<file path="src/rtl/prmc_pkg.sv">
// Package: constants, types and state codes of the power reduction mode controller
package prmc_pkg;

    //--------------------------------------------------------------------
    // Widths and field positions
    //--------------------------------------------------------------------
    localparam int unsigned FEI_W = 8;            // Fast external interrupt pins
    localparam int unsigned SYSCFG_W = 16;        // System configuration word
    localparam int unsigned PWD_VARIANT_BIT = 5;  // Power-down variant select bit
    localparam int unsigned MISC_W = 16;          // Misc control word
    localparam int unsigned REG_OFF_BIT = 0;      // Regulator off control bit (assumed)

    //--------------------------------------------------------------------
    // Timing
    //--------------------------------------------------------------------
    localparam int unsigned CLK_PERIOD_PS = 4000;       // 250 MHz clock period
    localparam int unsigned WAKE_PULSE_MIN_PS = 40000;  // Least wake pulse, 40 ns
    // Least time rounds up to whole cycles
    localparam int unsigned WAKE_CYC =
        (WAKE_PULSE_MIN_PS + CLK_PERIOD_PS - 1) / CLK_PERIOD_PS;
    localparam int unsigned WCNT_W = 4;
    localparam logic [WCNT_W-1:0] WCNT_ZERO = 4'h0;
    localparam logic [WCNT_W-1:0] WCNT_ONE = 4'h1;
    localparam logic [WCNT_W-1:0] WCNT_DONE = WCNT_W'(WAKE_CYC);

    //--------------------------------------------------------------------
    // Mode state, Gray coded along run, drain, idle, power-down
    //--------------------------------------------------------------------
    typedef enum logic [1:0] {
        PRMC_RUN = 2'h0,
        PRMC_DRAIN = 2'h1,
        PRMC_IDLE = 2'h3,
        PRMC_PWD = 2'h2
    } prmc_state_t;

    // Pending request kind
    typedef enum logic [1:0] {
        PRMC_REQ_NONE = 2'h0,
        PRMC_REQ_IDLE = 2'h1,
        PRMC_REQ_PWD = 2'h2
    } prmc_req_t;

    // Instruction strobes from the CPU core
    typedef struct packed {
        logic idle_instr;                    // Protected idle instruction executes
        logic powerdown_entry_instruction;   // Protected power-down instruction
    } prmc_cpu_cmd_t;

    // External bus status
    typedef struct packed {
        logic busy;          // External bus cycle pending
        logic ready_en;      // Ready handshake enabled
        logic ready_seen;    // Ready seen at programmed polarity on last access
    } prmc_bus_t;

    // Wake sources other than fast external interrupts
    typedef struct packed {
        logic any_irq;       // Any interrupt request (ends idle)
        logic rtc_irq;       // Real-time clock interrupt
        logic can_wake;      // CAN activity wake
        logic i2c_wake;      // I2C activity wake
    } prmc_wake_t;

    // Clock gating outputs
    typedef struct packed {
        logic cpu_clk_en;        // CPU clock running
        logic periph_clk_en;     // Peripherals and watchdog clocked
        logic main_osc_en;       // Main oscillator running
        logic rtc_src_lowpower;  // Real-time clock uses low-power oscillator
    } prmc_clk_t;

endpackage

</file>
<file path="src/rtl/prmc_top.sv">
// Power reduction mode controller: idle and power-down entry, exit and clock choice
// Operation
// Idle stops CPU, peripherals keep running
// Any interrupt ends idle, resume next
// Pending external bus cycles finish first
// Refuse entry if ready enabled but missed
// Power-down stops everything except RTC path
// Low-power oscillator running: stop main oscillator
// Detect low-power oscillator, keep unless disabled
// Only main oscillator: keep it running
// Software sets regulator off before power-down
// Variant bit clear selects protected power-down
// Protected entry needs NMI pin low
// Protected exit only by reset pin
// Variant bit set selects interruptible power-down
// Interruptible entry needs enabled pins inactive
// Interruptible exit: reset, pins, RTC, CAN, I2C
// Wake pins held at least 40 ns
// Reset held long enough for PLL
// Refused entry continues with next instruction
`timescale 1ns/10ps
`default_nettype none

module prmc_top (
    // Clock and reset
    input wire logic clk_i,
    input wire logic rst_i,
    // CPU instruction strobes
    input wire prmc_pkg::prmc_cpu_cmd_t cmd_i,
    // External bus status
    input wire prmc_pkg::prmc_bus_t bus_i,
    // Configuration words
    input wire logic [prmc_pkg::SYSCFG_W-1:0] system_config_register_i,
    input wire logic [prmc_pkg::MISC_W-1:0] misc_control_register_i,
    // Pins
    input wire logic nmi_n_i,                                    // NMI pin, active low
    input wire logic [prmc_pkg::FEI_W-1:0] fast_external_interrupt_pin_i,
    input wire logic [prmc_pkg::FEI_W-1:0] fei_enable_i,         // Pin enables
    input wire logic [prmc_pkg::FEI_W-1:0] fei_active_high_i,    // Active level per pin
    // Wake sources and oscillator status
    input wire prmc_pkg::prmc_wake_t wake_i,
    input wire logic lowpower_osc_running_i,   // Low-power oscillator detected
    input wire logic lowpower_osc_disable_i,   // Software disables its use
    // Outputs
    output var prmc_pkg::prmc_clk_t clk_ctl_o,
    output var prmc_pkg::prmc_state_t state_o,
    output logic entry_refused_o,              // One-cycle pulse: entry refused
    output logic wake_o,                       // One-cycle pulse: idle or interruptible power-down left by a wake source
    output logic regulator_off_warn_o          // Power-down entered, regulator on
);
    import prmc_pkg::*;

    //--------------------------------------------------------------------
    // Declarations
    //--------------------------------------------------------------------
    prmc_state_t state_r, state_nxt;     // Mode state
    prmc_req_t req_r, req_nxt;           // Request waiting for bus drain
    logic interruptible_r, interruptible_nxt;  // Power-down variant captured
    logic lp_sel_r, lp_sel_nxt;          // Low-power oscillator adopted
    prmc_clk_t clk_r, clk_nxt;
    logic refused_r, refused_nxt;
    logic wake_r, wake_nxt;
    logic warn_r, warn_nxt;
    logic [FEI_W-1:0] pin_act;           // Pins at active level
    logic [FEI_W-1:0] pin_qual;          // Pins held for least width
    logic pins_quiet;                    // All enabled pins inactive
    logic pin_wake;                      // A qualified pin wake
    logic variant_int;                   // Interruptible variant selected
    logic ready_ok;                      // Last access ready check passed
    logic pwd_ok;                        // Power-down entry condition met

    //--------------------------------------------------------------------
    // Fast external interrupt qualification
    //--------------------------------------------------------------------
    genvar gi;
    generate
        for (gi = 0; gi < FEI_W; gi++) begin : g_fei
            assign pin_act[gi] = ~(fast_external_interrupt_pin_i[gi] ^ fei_active_high_i[gi]);
            // minimum pulse width
            prmc_pulse_filter u_filt (
                .clk_i(clk_i),
                .rst_i(rst_i),
                .active_i(pin_act[gi]),
                .enable_i(fei_enable_i[gi]),
                .qualified_o(pin_qual[gi])
            );
        end
    endgenerate

    assign pins_quiet = ~|(pin_act & fei_enable_i);
    assign pin_wake = |pin_qual;
    // R13: variant select bit
    assign variant_int = system_config_register_i[PWD_VARIANT_BIT];
    // ready handshake check
    assign ready_ok = ~bus_i.ready_en | bus_i.ready_seen;
    // R14: variant entry conditions
    assign pwd_ok = variant_int ? pins_quiet : ~nmi_n_i;

    //--------------------------------------------------------------------
    // Mode state machine
    //--------------------------------------------------------------------
    always_comb begin
        state_nxt = state_r;
        req_nxt = req_r;
        interruptible_nxt = interruptible_r;
        refused_nxt = 1'b0;
        wake_nxt = 1'b0;
        warn_nxt = warn_r;
        unique case (state_r)
            PRMC_RUN: begin
                if (cmd_i.idle_instr) begin
                    req_nxt = PRMC_REQ_IDLE;
                    state_nxt = PRMC_DRAIN;
                end else if (cmd_i.powerdown_entry_instruction) begin
                    req_nxt = PRMC_REQ_PWD;
                    interruptible_nxt = variant_int;
                    state_nxt = PRMC_DRAIN;
                end
            end
            PRMC_DRAIN: begin
                // wait for external bus cycles
                if (!bus_i.busy) begin
                    req_nxt = PRMC_REQ_NONE;
                    // refused entry returns to run
                    if (!ready_ok) begin
                        refused_nxt = 1'b1;
                        state_nxt = PRMC_RUN;
                    end else if (req_r == PRMC_REQ_IDLE) begin
                        state_nxt = PRMC_IDLE;
                    end else if (pwd_ok) begin
                        state_nxt = PRMC_PWD;
                        // flag regulator left on
                        warn_nxt = ~misc_control_register_i[REG_OFF_BIT];
                    end else begin
                        refused_nxt = 1'b1;
                        state_nxt = PRMC_RUN;
                    end
                end
            end
            PRMC_IDLE: begin
                // any interrupt ends idle
                if (wake_i.any_irq) begin
                    wake_nxt = 1'b1;
                    state_nxt = PRMC_RUN;
                end
            end
            PRMC_PWD: begin
                // R15: exit sources; reset pin acts via rst_i
                if (interruptible_r &&
                    (pin_wake || wake_i.rtc_irq || wake_i.can_wake || wake_i.i2c_wake)) begin
                    wake_nxt = 1'b1;
                    warn_nxt = 1'b0;
                    state_nxt = PRMC_RUN;
                end
            end
        endcase
    end

    //--------------------------------------------------------------------
    // Oscillator choice and clock enables
    //--------------------------------------------------------------------
    always_comb begin
        // adopt low-power oscillator once detected
        lp_sel_nxt = (lp_sel_r | lowpower_osc_running_i) & ~lowpower_osc_disable_i;
        // R5: CPU stops in idle and power-down, peripherals in power-down
        clk_nxt.cpu_clk_en = (state_nxt == PRMC_RUN) || (state_nxt == PRMC_DRAIN);
        clk_nxt.periph_clk_en = (state_nxt != PRMC_PWD);
        // R8: main oscillator stops only when low-power one is in use
        clk_nxt.main_osc_en = !((state_nxt == PRMC_PWD) && lp_sel_nxt);
        clk_nxt.rtc_src_lowpower = lp_sel_nxt;
    end

    // Register all state
    always_ff @(posedge clk_i) begin
        if (rst_i) begin
            state_r <= PRMC_RUN;
            req_r <= PRMC_REQ_NONE;
            interruptible_r <= 1'b0;
            lp_sel_r <= 1'b0;
            clk_r <= '{cpu_clk_en: 1'b1, periph_clk_en: 1'b1, main_osc_en: 1'b1,
                       rtc_src_lowpower: 1'b0};
            refused_r <= 1'b0;
            wake_r <= 1'b0;
            warn_r <= 1'b0;
        end else begin
            state_r <= state_nxt;
            req_r <= req_nxt;
            interruptible_r <= interruptible_nxt;
            lp_sel_r <= lp_sel_nxt;
            clk_r <= clk_nxt;
            refused_r <= refused_nxt;
            wake_r <= wake_nxt;
            warn_r <= warn_nxt;
        end
    end

    assign clk_ctl_o = clk_r;
    assign state_o = state_r;
    assign entry_refused_o = refused_r;
    assign wake_o = wake_r;
    assign regulator_off_warn_o = warn_r;

    //--------------------------------------------------------------------
    // Assertions
    //--------------------------------------------------------------------
    a_idle_cpu_stop: assert property (@(posedge clk_i) disable iff (rst_i)
        (state_r == PRMC_IDLE) |-> (!clk_r.cpu_clk_en && clk_r.periph_clk_en))
        else $error("idle clocks wrong");
    a_idle_irq_exit: assert property (@(posedge clk_i) disable iff (rst_i)
        (state_r == PRMC_IDLE && wake_i.any_irq) |=> (state_r == PRMC_RUN && wake_r))
        else $error("idle not left on interrupt");
    a_drain_bus_wait: assert property (@(posedge clk_i) disable iff (rst_i)
        (state_r == PRMC_DRAIN && bus_i.busy) |=> (state_r == PRMC_DRAIN))
        else $error("entry before bus drained");
    a_ready_refuse: assert property (@(posedge clk_i) disable iff (rst_i)
        (state_r == PRMC_DRAIN && !bus_i.busy && !ready_ok) |=> (refused_r && state_r == PRMC_RUN))
        else $error("missing ready not refused");
    a_pwd_all_stop: assert property (@(posedge clk_i) disable iff (rst_i)
        (state_r == PRMC_PWD) |-> (!clk_r.cpu_clk_en && !clk_r.periph_clk_en))
        else $error("power-down clocks running");
    a_main_osc_lp: assert property (@(posedge clk_i) disable iff (rst_i)
        (state_r == PRMC_PWD && lp_sel_r) |-> !clk_r.main_osc_en)
        else $error("main oscillator not stopped");
    a_lp_keep: assert property (@(posedge clk_i) disable iff (rst_i)
        (lp_sel_r && !lowpower_osc_disable_i) |=> lp_sel_r)
        else $error("low-power choice lost");
    a_main_osc_keep: assert property (@(posedge clk_i) disable iff (rst_i)
        (!lp_sel_r) |-> clk_r.main_osc_en)
        else $error("main oscillator stopped without low-power");
    a_prot_nmi: assert property (@(posedge clk_i) disable iff (rst_i)
        (state_r == PRMC_DRAIN && req_r == PRMC_REQ_PWD && !bus_i.busy && ready_ok
         && !interruptible_r && nmi_n_i) |=> refused_r)
        else $error("protected entry without NMI");
    a_prot_stay: assert property (@(posedge clk_i) disable iff (rst_i)
        (state_r == PRMC_PWD && !interruptible_r) |=> (state_r == PRMC_PWD))
        else $error("protected power-down left without reset");
    a_int_pins_quiet: assert property (@(posedge clk_i) disable iff (rst_i)
        (state_r == PRMC_DRAIN && req_r == PRMC_REQ_PWD && !bus_i.busy && ready_ok
         && interruptible_r && !pins_quiet) |=> refused_r)
        else $error("interruptible entry with active pin");
    a_int_wake: assert property (@(posedge clk_i) disable iff (rst_i)
        (state_r == PRMC_PWD && interruptible_r && wake_i.rtc_irq) |=> (state_r == PRMC_RUN))
        else $error("interruptible wake missed");
    // Wake only after an enabled pin stood active at both ends of the least width
    a_pin_width: assert property (@(posedge clk_i) disable iff (rst_i)
        $rose(pin_wake) |-> (($past(pin_act & fei_enable_i, 1) != '0)
                             && ($past(pin_act & fei_enable_i, WAKE_CYC) != '0)))
        else $error("pin wake without long enough pin pulse");

    c_idle_cycle: cover property (@(posedge clk_i) disable iff (rst_i)
        state_r == PRMC_IDLE ##[1:50] state_r == PRMC_RUN);
    c_pwd_wake: cover property (@(posedge clk_i) disable iff (rst_i)
        state_r == PRMC_PWD ##1 wake_r);
    c_refused: cover property (@(posedge clk_i) disable iff (rst_i) refused_r);
    c_lp_pwd: cover property (@(posedge clk_i) disable iff (rst_i)
        state_r == PRMC_PWD && !clk_r.main_osc_en);

endmodule
`default_nettype wire

</file>
<file path="src/rtl/prmc_pulse_filter.sv">
// Minimum width filter for one fast external interrupt pin
`timescale 1ns/10ps
`default_nettype none

module prmc_pulse_filter (
    // Clock and reset
    input wire logic clk_i,
    input wire logic rst_i,
    // Pin and qualifiers
    input wire logic active_i,    // Pin at active level
    input wire logic enable_i,    // Pin enabled as interrupt
    // Result
    output logic qualified_o      // Held active for the least width
);
    import prmc_pkg::*;

    //--------------------------------------------------------------------
    // Width counter
    //--------------------------------------------------------------------
    logic [WCNT_W-1:0] cnt_r;   // Cycles the pin has stayed active
    logic [WCNT_W-1:0] cnt_nxt;
    logic qual_r;
    logic qual_nxt;

    // Count while active, restart on release, saturate at the least width
    always_comb begin
        cnt_nxt = WCNT_ZERO;
        if (active_i && enable_i) begin
            cnt_nxt = (cnt_r == WCNT_DONE) ? cnt_r : cnt_r + WCNT_ONE;
        end
        qual_nxt = (cnt_nxt == WCNT_DONE);
    end

    // Register the count
    always_ff @(posedge clk_i) begin
        if (rst_i) begin
            cnt_r <= WCNT_ZERO;
            qual_r <= 1'b0;
        end else begin
            cnt_r <= cnt_nxt;
            qual_r <= qual_nxt;
        end
    end

    assign qualified_o = qual_r;

endmodule
`default_nettype wire

</file>
<file path="config.mk">
export PLATFORM = sky130hd
export DESIGN_NAME = prmc_top
export DESIGN_NICKNAME = d
export VERILOG_FILES = /design/src/rtl/prmc_pkg.sv /design/src/rtl/prmc_top.sv /design/src/rtl/prmc_pulse_filter.sv
export SDC_FILE = /design/constraint.sdc
export NUM_CORES = 1
export LEC_CHECK = 0
export ABC_AREA = 1
export BUFFER_PORTS_ARGS = -buffer_cell sky130_fd_sc_hd__clkbuf_2
export CORE_MARGIN = 3
export CORE_UTILIZATION = 30
export CTS_BUF_LIST = sky130_fd_sc_hd__clkbuf_2 sky130_fd_sc_hd__clkbuf_4 sky130_fd_sc_hd__clkbuf_8
export CTS_CLUSTER_DIAMETER = 120
export DETAILED_ROUTE_END_ITERATION = 7
export RECOVER_POWER = 25
export REMOVE_ABC_BUFFERS = 1
export SYNTH_ARGS = -nofsm -noshare
export SYNTH_HDL_FRONTEND = slang
export SYNTH_HIERARCHICAL = 1
export SYNTH_SLANG_ARGS = --single-unit
</file>
<file path="constraint.sdc">
create_clock -name clk_i -period 1.4 [get_ports clk_i]
set_input_delay 0.21 -clock clk_i [delete_from_list [all_inputs] [get_ports clk_i]]
set_output_delay 0.21 -clock clk_i [all_outputs]
set_load 0.005 [all_outputs]
</file>
---- Word-level counts from Yosys, hierarchy flattened ----
Index checks and enable logic that the tools add are counted.
Widths: inputs -> output; s select.
storage, ports and cells
  flip-flop bits (word level) ............. 52
  bits of input ports ..................... 70
  output and inout bits ................... 9
  logic and storage cells ................. 157
cells by class
  $add $sub $neg .......................... 8
  equal/unequal tests ..................... 29
  multiplexer cells ....................... 42
  bitwise operators ....................... 26
  reduce and logical (&&, ||, !) cells .... 26
operator list
  cell                 count
  $eq 4x4->1 const B   16
  $mux 4               16
  $add 4x1->4 const B  8
  $mux 2               11
  $reduce_or 8->1      2
  $not 1->1            14
  $ne 2x2->1 const B   6
  $mux 1               11
  $logic_and 1x1->1    10
  $and 8x8->8          1
  $pmux 2 s4           1
  $xor 1x1->1          8
  $eq 2x1->1 const B   3
  $eq 2x2->1 const B   3
  $reduce_and 3->1     2
  $reduce_and 6->1     1
  $logic_not 2->1      2
  $logic_or 1x1->1     4
  $pmux 1 s2           2
  $pmux 2 s2           1
  $reduce_bool 2->1    2
  $ne 3x3->1 const B   1
  $reduce_or 3->1      1
  $logic_not 1->1      2
  other kinds (2)      3

---- Longest topological paths before layout ----
  depth in word-level cells ............... 14
  depth in mapped cells ................... 12
  gate-level depth less buffers ........... 12

---- Cells and area by module ----
The synthesis kept the hierarchy.
by module, submodules not included
  module             times used  cells each  area an instance (um2)  sequential area each (um2)
  prmc_pulse_filter  8           35          260.2                   100.1
  prmc_top           1           133         825.8                   240.2

---- Worst setup path before layout ----
Ideal clock, no wire load.
  path type ............................... reg2reg
  start ................................... register g_fei[1].u_filt.qual_r
  end ..................................... register clk_r, in the netlist clk_ctl_o[2]
  library setup time ...................... 0.124 ns
  arrival time ............................ 1.022 ns
  data required time ...................... 1.276 ns
  setup slack ............................. 0.254 ns
  cell stages (with the launch flop) ...... 7
  buffers on the path ..................... 0
  period minus slack after synthesis ...... 1.146 ns
  cell sequence ........................... dfxtp_1 nor4_1 nand3_1 nand2_1 a21oi_1 a21oi_4 nand2_2
between the ends
  longest elaborated chain between the ends .. 8
RTL lines
  what                           line                     text
  from (decl)                    prmc_pulse_filter.sv:22  logic qual_r;
  from (signal assigned)         prmc_pulse_filter.sv:41  qual_r <= qual_nxt;
  $reduce_or 8->1                prmc_top.sv:91           assign pin_wake = |pin_qual;
  $logic_or 1x1->1 (3 in a row)  prmc_top.sv:150          (pin_wake || wake_i.rtc_irq || wake_i.can_wake || wake_i.i2c_wake)) begin
  $logic_and 1x1->1              prmc_top.sv:149          if (interruptible_r &&
  $mux 2                         prmc_top.sv:149
  $pmux 2 s4                     prmc_top.sv:109          unique case (state_r)
  $ne 2x2->1                     prmc_top.sv:167          clk_nxt.periph_clk_en = (state_nxt != PRMC_PWD);
  to (signal assigned)           prmc_top.sv:180          clk_r <= '{cpu_clk_en: 1'b1, periph_clk_en: 1'b1, main_osc_en: 1'b1,
  to (signal assigned)           prmc_top.sv:190          clk_r <= clk_nxt;
  to (decl)                      prmc_top.sv:60           prmc_clk_t clk_r, clk_nxt;
Every way passes these cells.
A chain may end at the register's enable or synchronous reset.

---- Final worst setup path ----
Same ends and word-level chain as after synthesis.

==> run_results.csv <==
group,metric,value,unit
setup_path,cp_max_fo,3,
place,gp_congestion,0.7918,
global_route,grt_usage,10.83,%
pwr,p_per_area,819.5,mW/mm2
setup_path,worstSetupStartpointType,"flop",
cts,cts_hold_buf,0,
global_route,overflow,0,
die,coreArea,0.009328,mm2
synth,ys.flop_type,"dfxtp_1",
finish,fin_nets,555,
pwr,clkPwrFrac,32.0,%
place,port_buffers,48,
synth,synthSimpleGateAreaFrac,44.19,%
cts,clock_latency,0.30,ns
timing,final-hold-violation-count,0,
pwr,p_comb_share,12.9,%
timing,fin_setup_tns,0,ns
synth,synth_top_area_cell,"dfxtp_1",
global_route,antenna_found_initial,0,
routing,postRouteAntennaNets,0,
routing,routed_wl,5.526,mm
synth,synthTopCellsByCount,"nand2_1 (93), nor2_1 (60), inv_1 (58)",
finish,antenna_cells,0,
die,pin_count,79,
timing,max_freq,0.7808,GHz
timing,worst_pin_slew,0.4647,ns
synth,synth_top_family_by_area,"simple AND/OR/NAND/NOR gates",
routing,viasPerCell,4.234,
routing,drc,0,
finish,register_area,0.001041,mm2
timing,slew_violations,0,
setup_path,end_kind,"flop",
synth,ys_warn_count,6,
timing,fin_crit_sh,91.48,%
global_route,first_global_vias,2396,
synth,synth_area,0.002908,mm2
finish,layout.core_utilization,36.69,%
global_route,grt_start_max_net_pins,17,
finish,fillers,972,
synth,synth_compound_gate_area_share,2.797,%
die,die_w,104.5,um
timing,skew,0.005753,ns
cts,root_buffer,"clkbuf_8",
place,dp_slack,0.003570,ns
synth,yosys_register_bits,52,
finish,multi_input_area,0.001579,mm2
pwr,switching_share,26.10,%
synth,ys_types,24,
pwr,power_leakage,0.001596,uW
outcome,outcome,"finished, final reports clean",
setup_path,cp.arrival,1.48,ns
finish,drive_above_1_share,28.94,%
synth,ys_seq_area_share,35.80,%
synth,synthCells,413,
pwr,finalPower,2804,uW
cts,cts_tree,"yes",
synth,synth_top_area_share,35.80,%
pwr,power.switching,731.9,uW
routing,vias,2536,
synth,synthTopCellsByArea,"dfxtp_1 (36%), nand2_1 (12%), nand3_2 (9.3%)",
timing,max_slew_margin,69.02,%
cts,clk_path_buf_depth,2,
synth,synth_edf_count,0,
timing,post-route-min-period,1.281,ns
cts,numCtsBuffers,5,
timing,setup_ws,0.1193,ns
timing,setup_viol_count_final,0,
die,die_area,0.01091,mm2
place,dp_hpwl,4.573,mm
job,drv_cap,0,
synth,postSynthAreaPerCell,7.041,um2
cts,clock_sinks,52,
die,row_count,35,
die,initial_core_util,31.17,%
global_route,grt_pass1_wl,9.929,mm
min_path,holdCritPathClass,"in2reg",
setup_path,crit_type,"reg2reg",
synth,synth_mux_area_share,0,%
cts,postCtsSetupBuffers,0,
setup_path,required,1.60,ns
routing,first_pass_iters,4,
die,die_h,104.5,um
finish,syn_to_final_growth,17.68,%
cts,htreeDepth,2,
pwr,intPower,2072,uW
cts,clk_pin_slew,0.09,ns
synth,synthAdderAreaFrac,6.885,%
synth,synth_xor_area_share,0,%
synth,synth-async-reset-ratio,0,%
timing,rsz0062_at_grt,"false",
cts,cts-resized-gates,0,
routing,dr.first_iter.drc_count,50,
routing,routedWlPerCell,9.225,um
pwr,vdd_ir_drop_max,0.3695,mV
synth,yosysMostFrequentCell,"nand2_1",
pwr,sequentialPowerShare,55.2,%
-- cell families after synthesis --
| group | after synthesis |
|---|---|
| AOI/OAI and AO/OA | 13 |
| DFF | 52 |
| adders and majority gates | 16 |
| buffers and inverters | 79 |
| and+or+nand+nor | 253 |
-- through the flow --
| step | cell area (um2) | std cells | hold WS [ns] |
|---|---|---|---|
| after CTS | 3413 | 599 | 0.07866 |
| after global routing | 3422 | 599 | 0.07967 |
| after global placement | 3317 | 591 | 0.3991 |
| final | 3422 | 599 | 0.08435 |
| after detailed placement | 3317 | 591 | 0.4028 |
| after floorplan | 2900 | 412 | 0.2791 |
-- cell usage in the layout, fill, tap and decap left out, types with 2 or more instances in the layout --
cell type,n
nand2_1,93
nor2_1,60
inv_1,58
dfxtp_1,52
clkbuf_2,45
nand3_2,27
nand3_1,20
inv_2,20
nand2_2,17
ha_1,16
nor2_2,11
a21oi_1,8
nand4_1,8
and2_1,6
clkbuf_8,6
nor3_1,5
clkbuf_1,3
nor4_2,2
o21ai_0,2
buf_4,2
-- critical path: stages, from the launching register on --
cell and delay, ns:
dfxtp_1 0.32, nor4_2 0.26, nand3_1 0.17, nand2_1 0.09, a21oi_1 0.11, a21oi_4 0.17, nand2_2 0.05
-- state kept, by name, summed over array words and instances, names as in the netlist --
name                      cells
g_fei.u_filt/cnt_r           32
g_fei.u_filt/qualified_o      8
clk_ctl_o                     4
req_r                         2
state_o                       2
entry_refused_o               1
interruptible_r               1
regulator_off_warn_o          1
wake_o                        1
-- cell type report --
type,instances,area share (%)
clock buffer,6,2.413
clock inverter,2,0.4022
inverter,78,8.556
multi-input combinational,282,46.14
sequential,52,30.42
tap,129,4.717
timing repair buffer,50,7.349
-- worst paths after layout --
path                                                   from      endpoint  slack, ns  depth (start not counted)
worst max-delay path            g_fei[1].u_filt/qualified_o  clk_ctl_o[2]       0.12                          6
worst min register to register                     req_r[1]      req_r[1]       0.47                          2
worst min-delay path                 lowpower_osc_disable_i  clk_ctl_o[0]       0.08                          2
worst max register to register  g_fei[1].u_filt/qualified_o  clk_ctl_o[2]       0.12                          6
-- routing by layer --
| layer | vias to the layer above | share of wire [%] | GRT usage, % |
|---|---|---|---|
| met1 | 1110 | 46 | 12.88 |
| li1 | 1379 | - | - |
| met5 | - | 0 | 0 |
| met2 | 38 | 48 | 19.23 |
| met4 | 0 | 1.1 | 3.134 |
| met3 | 9 | 4.5 | 2.607 |
-- power by group through the flow --
stage	combinational (uW)	clock [uW]	sequential (uW)
final	361	897	1550
after global routing	421	989	1550
after CTS	368	937	1550
after detailed placement	366	0	1580
after global placement	358	0	1580
after floorplan	223	0	1580
(Power assumes the default switching activity.)
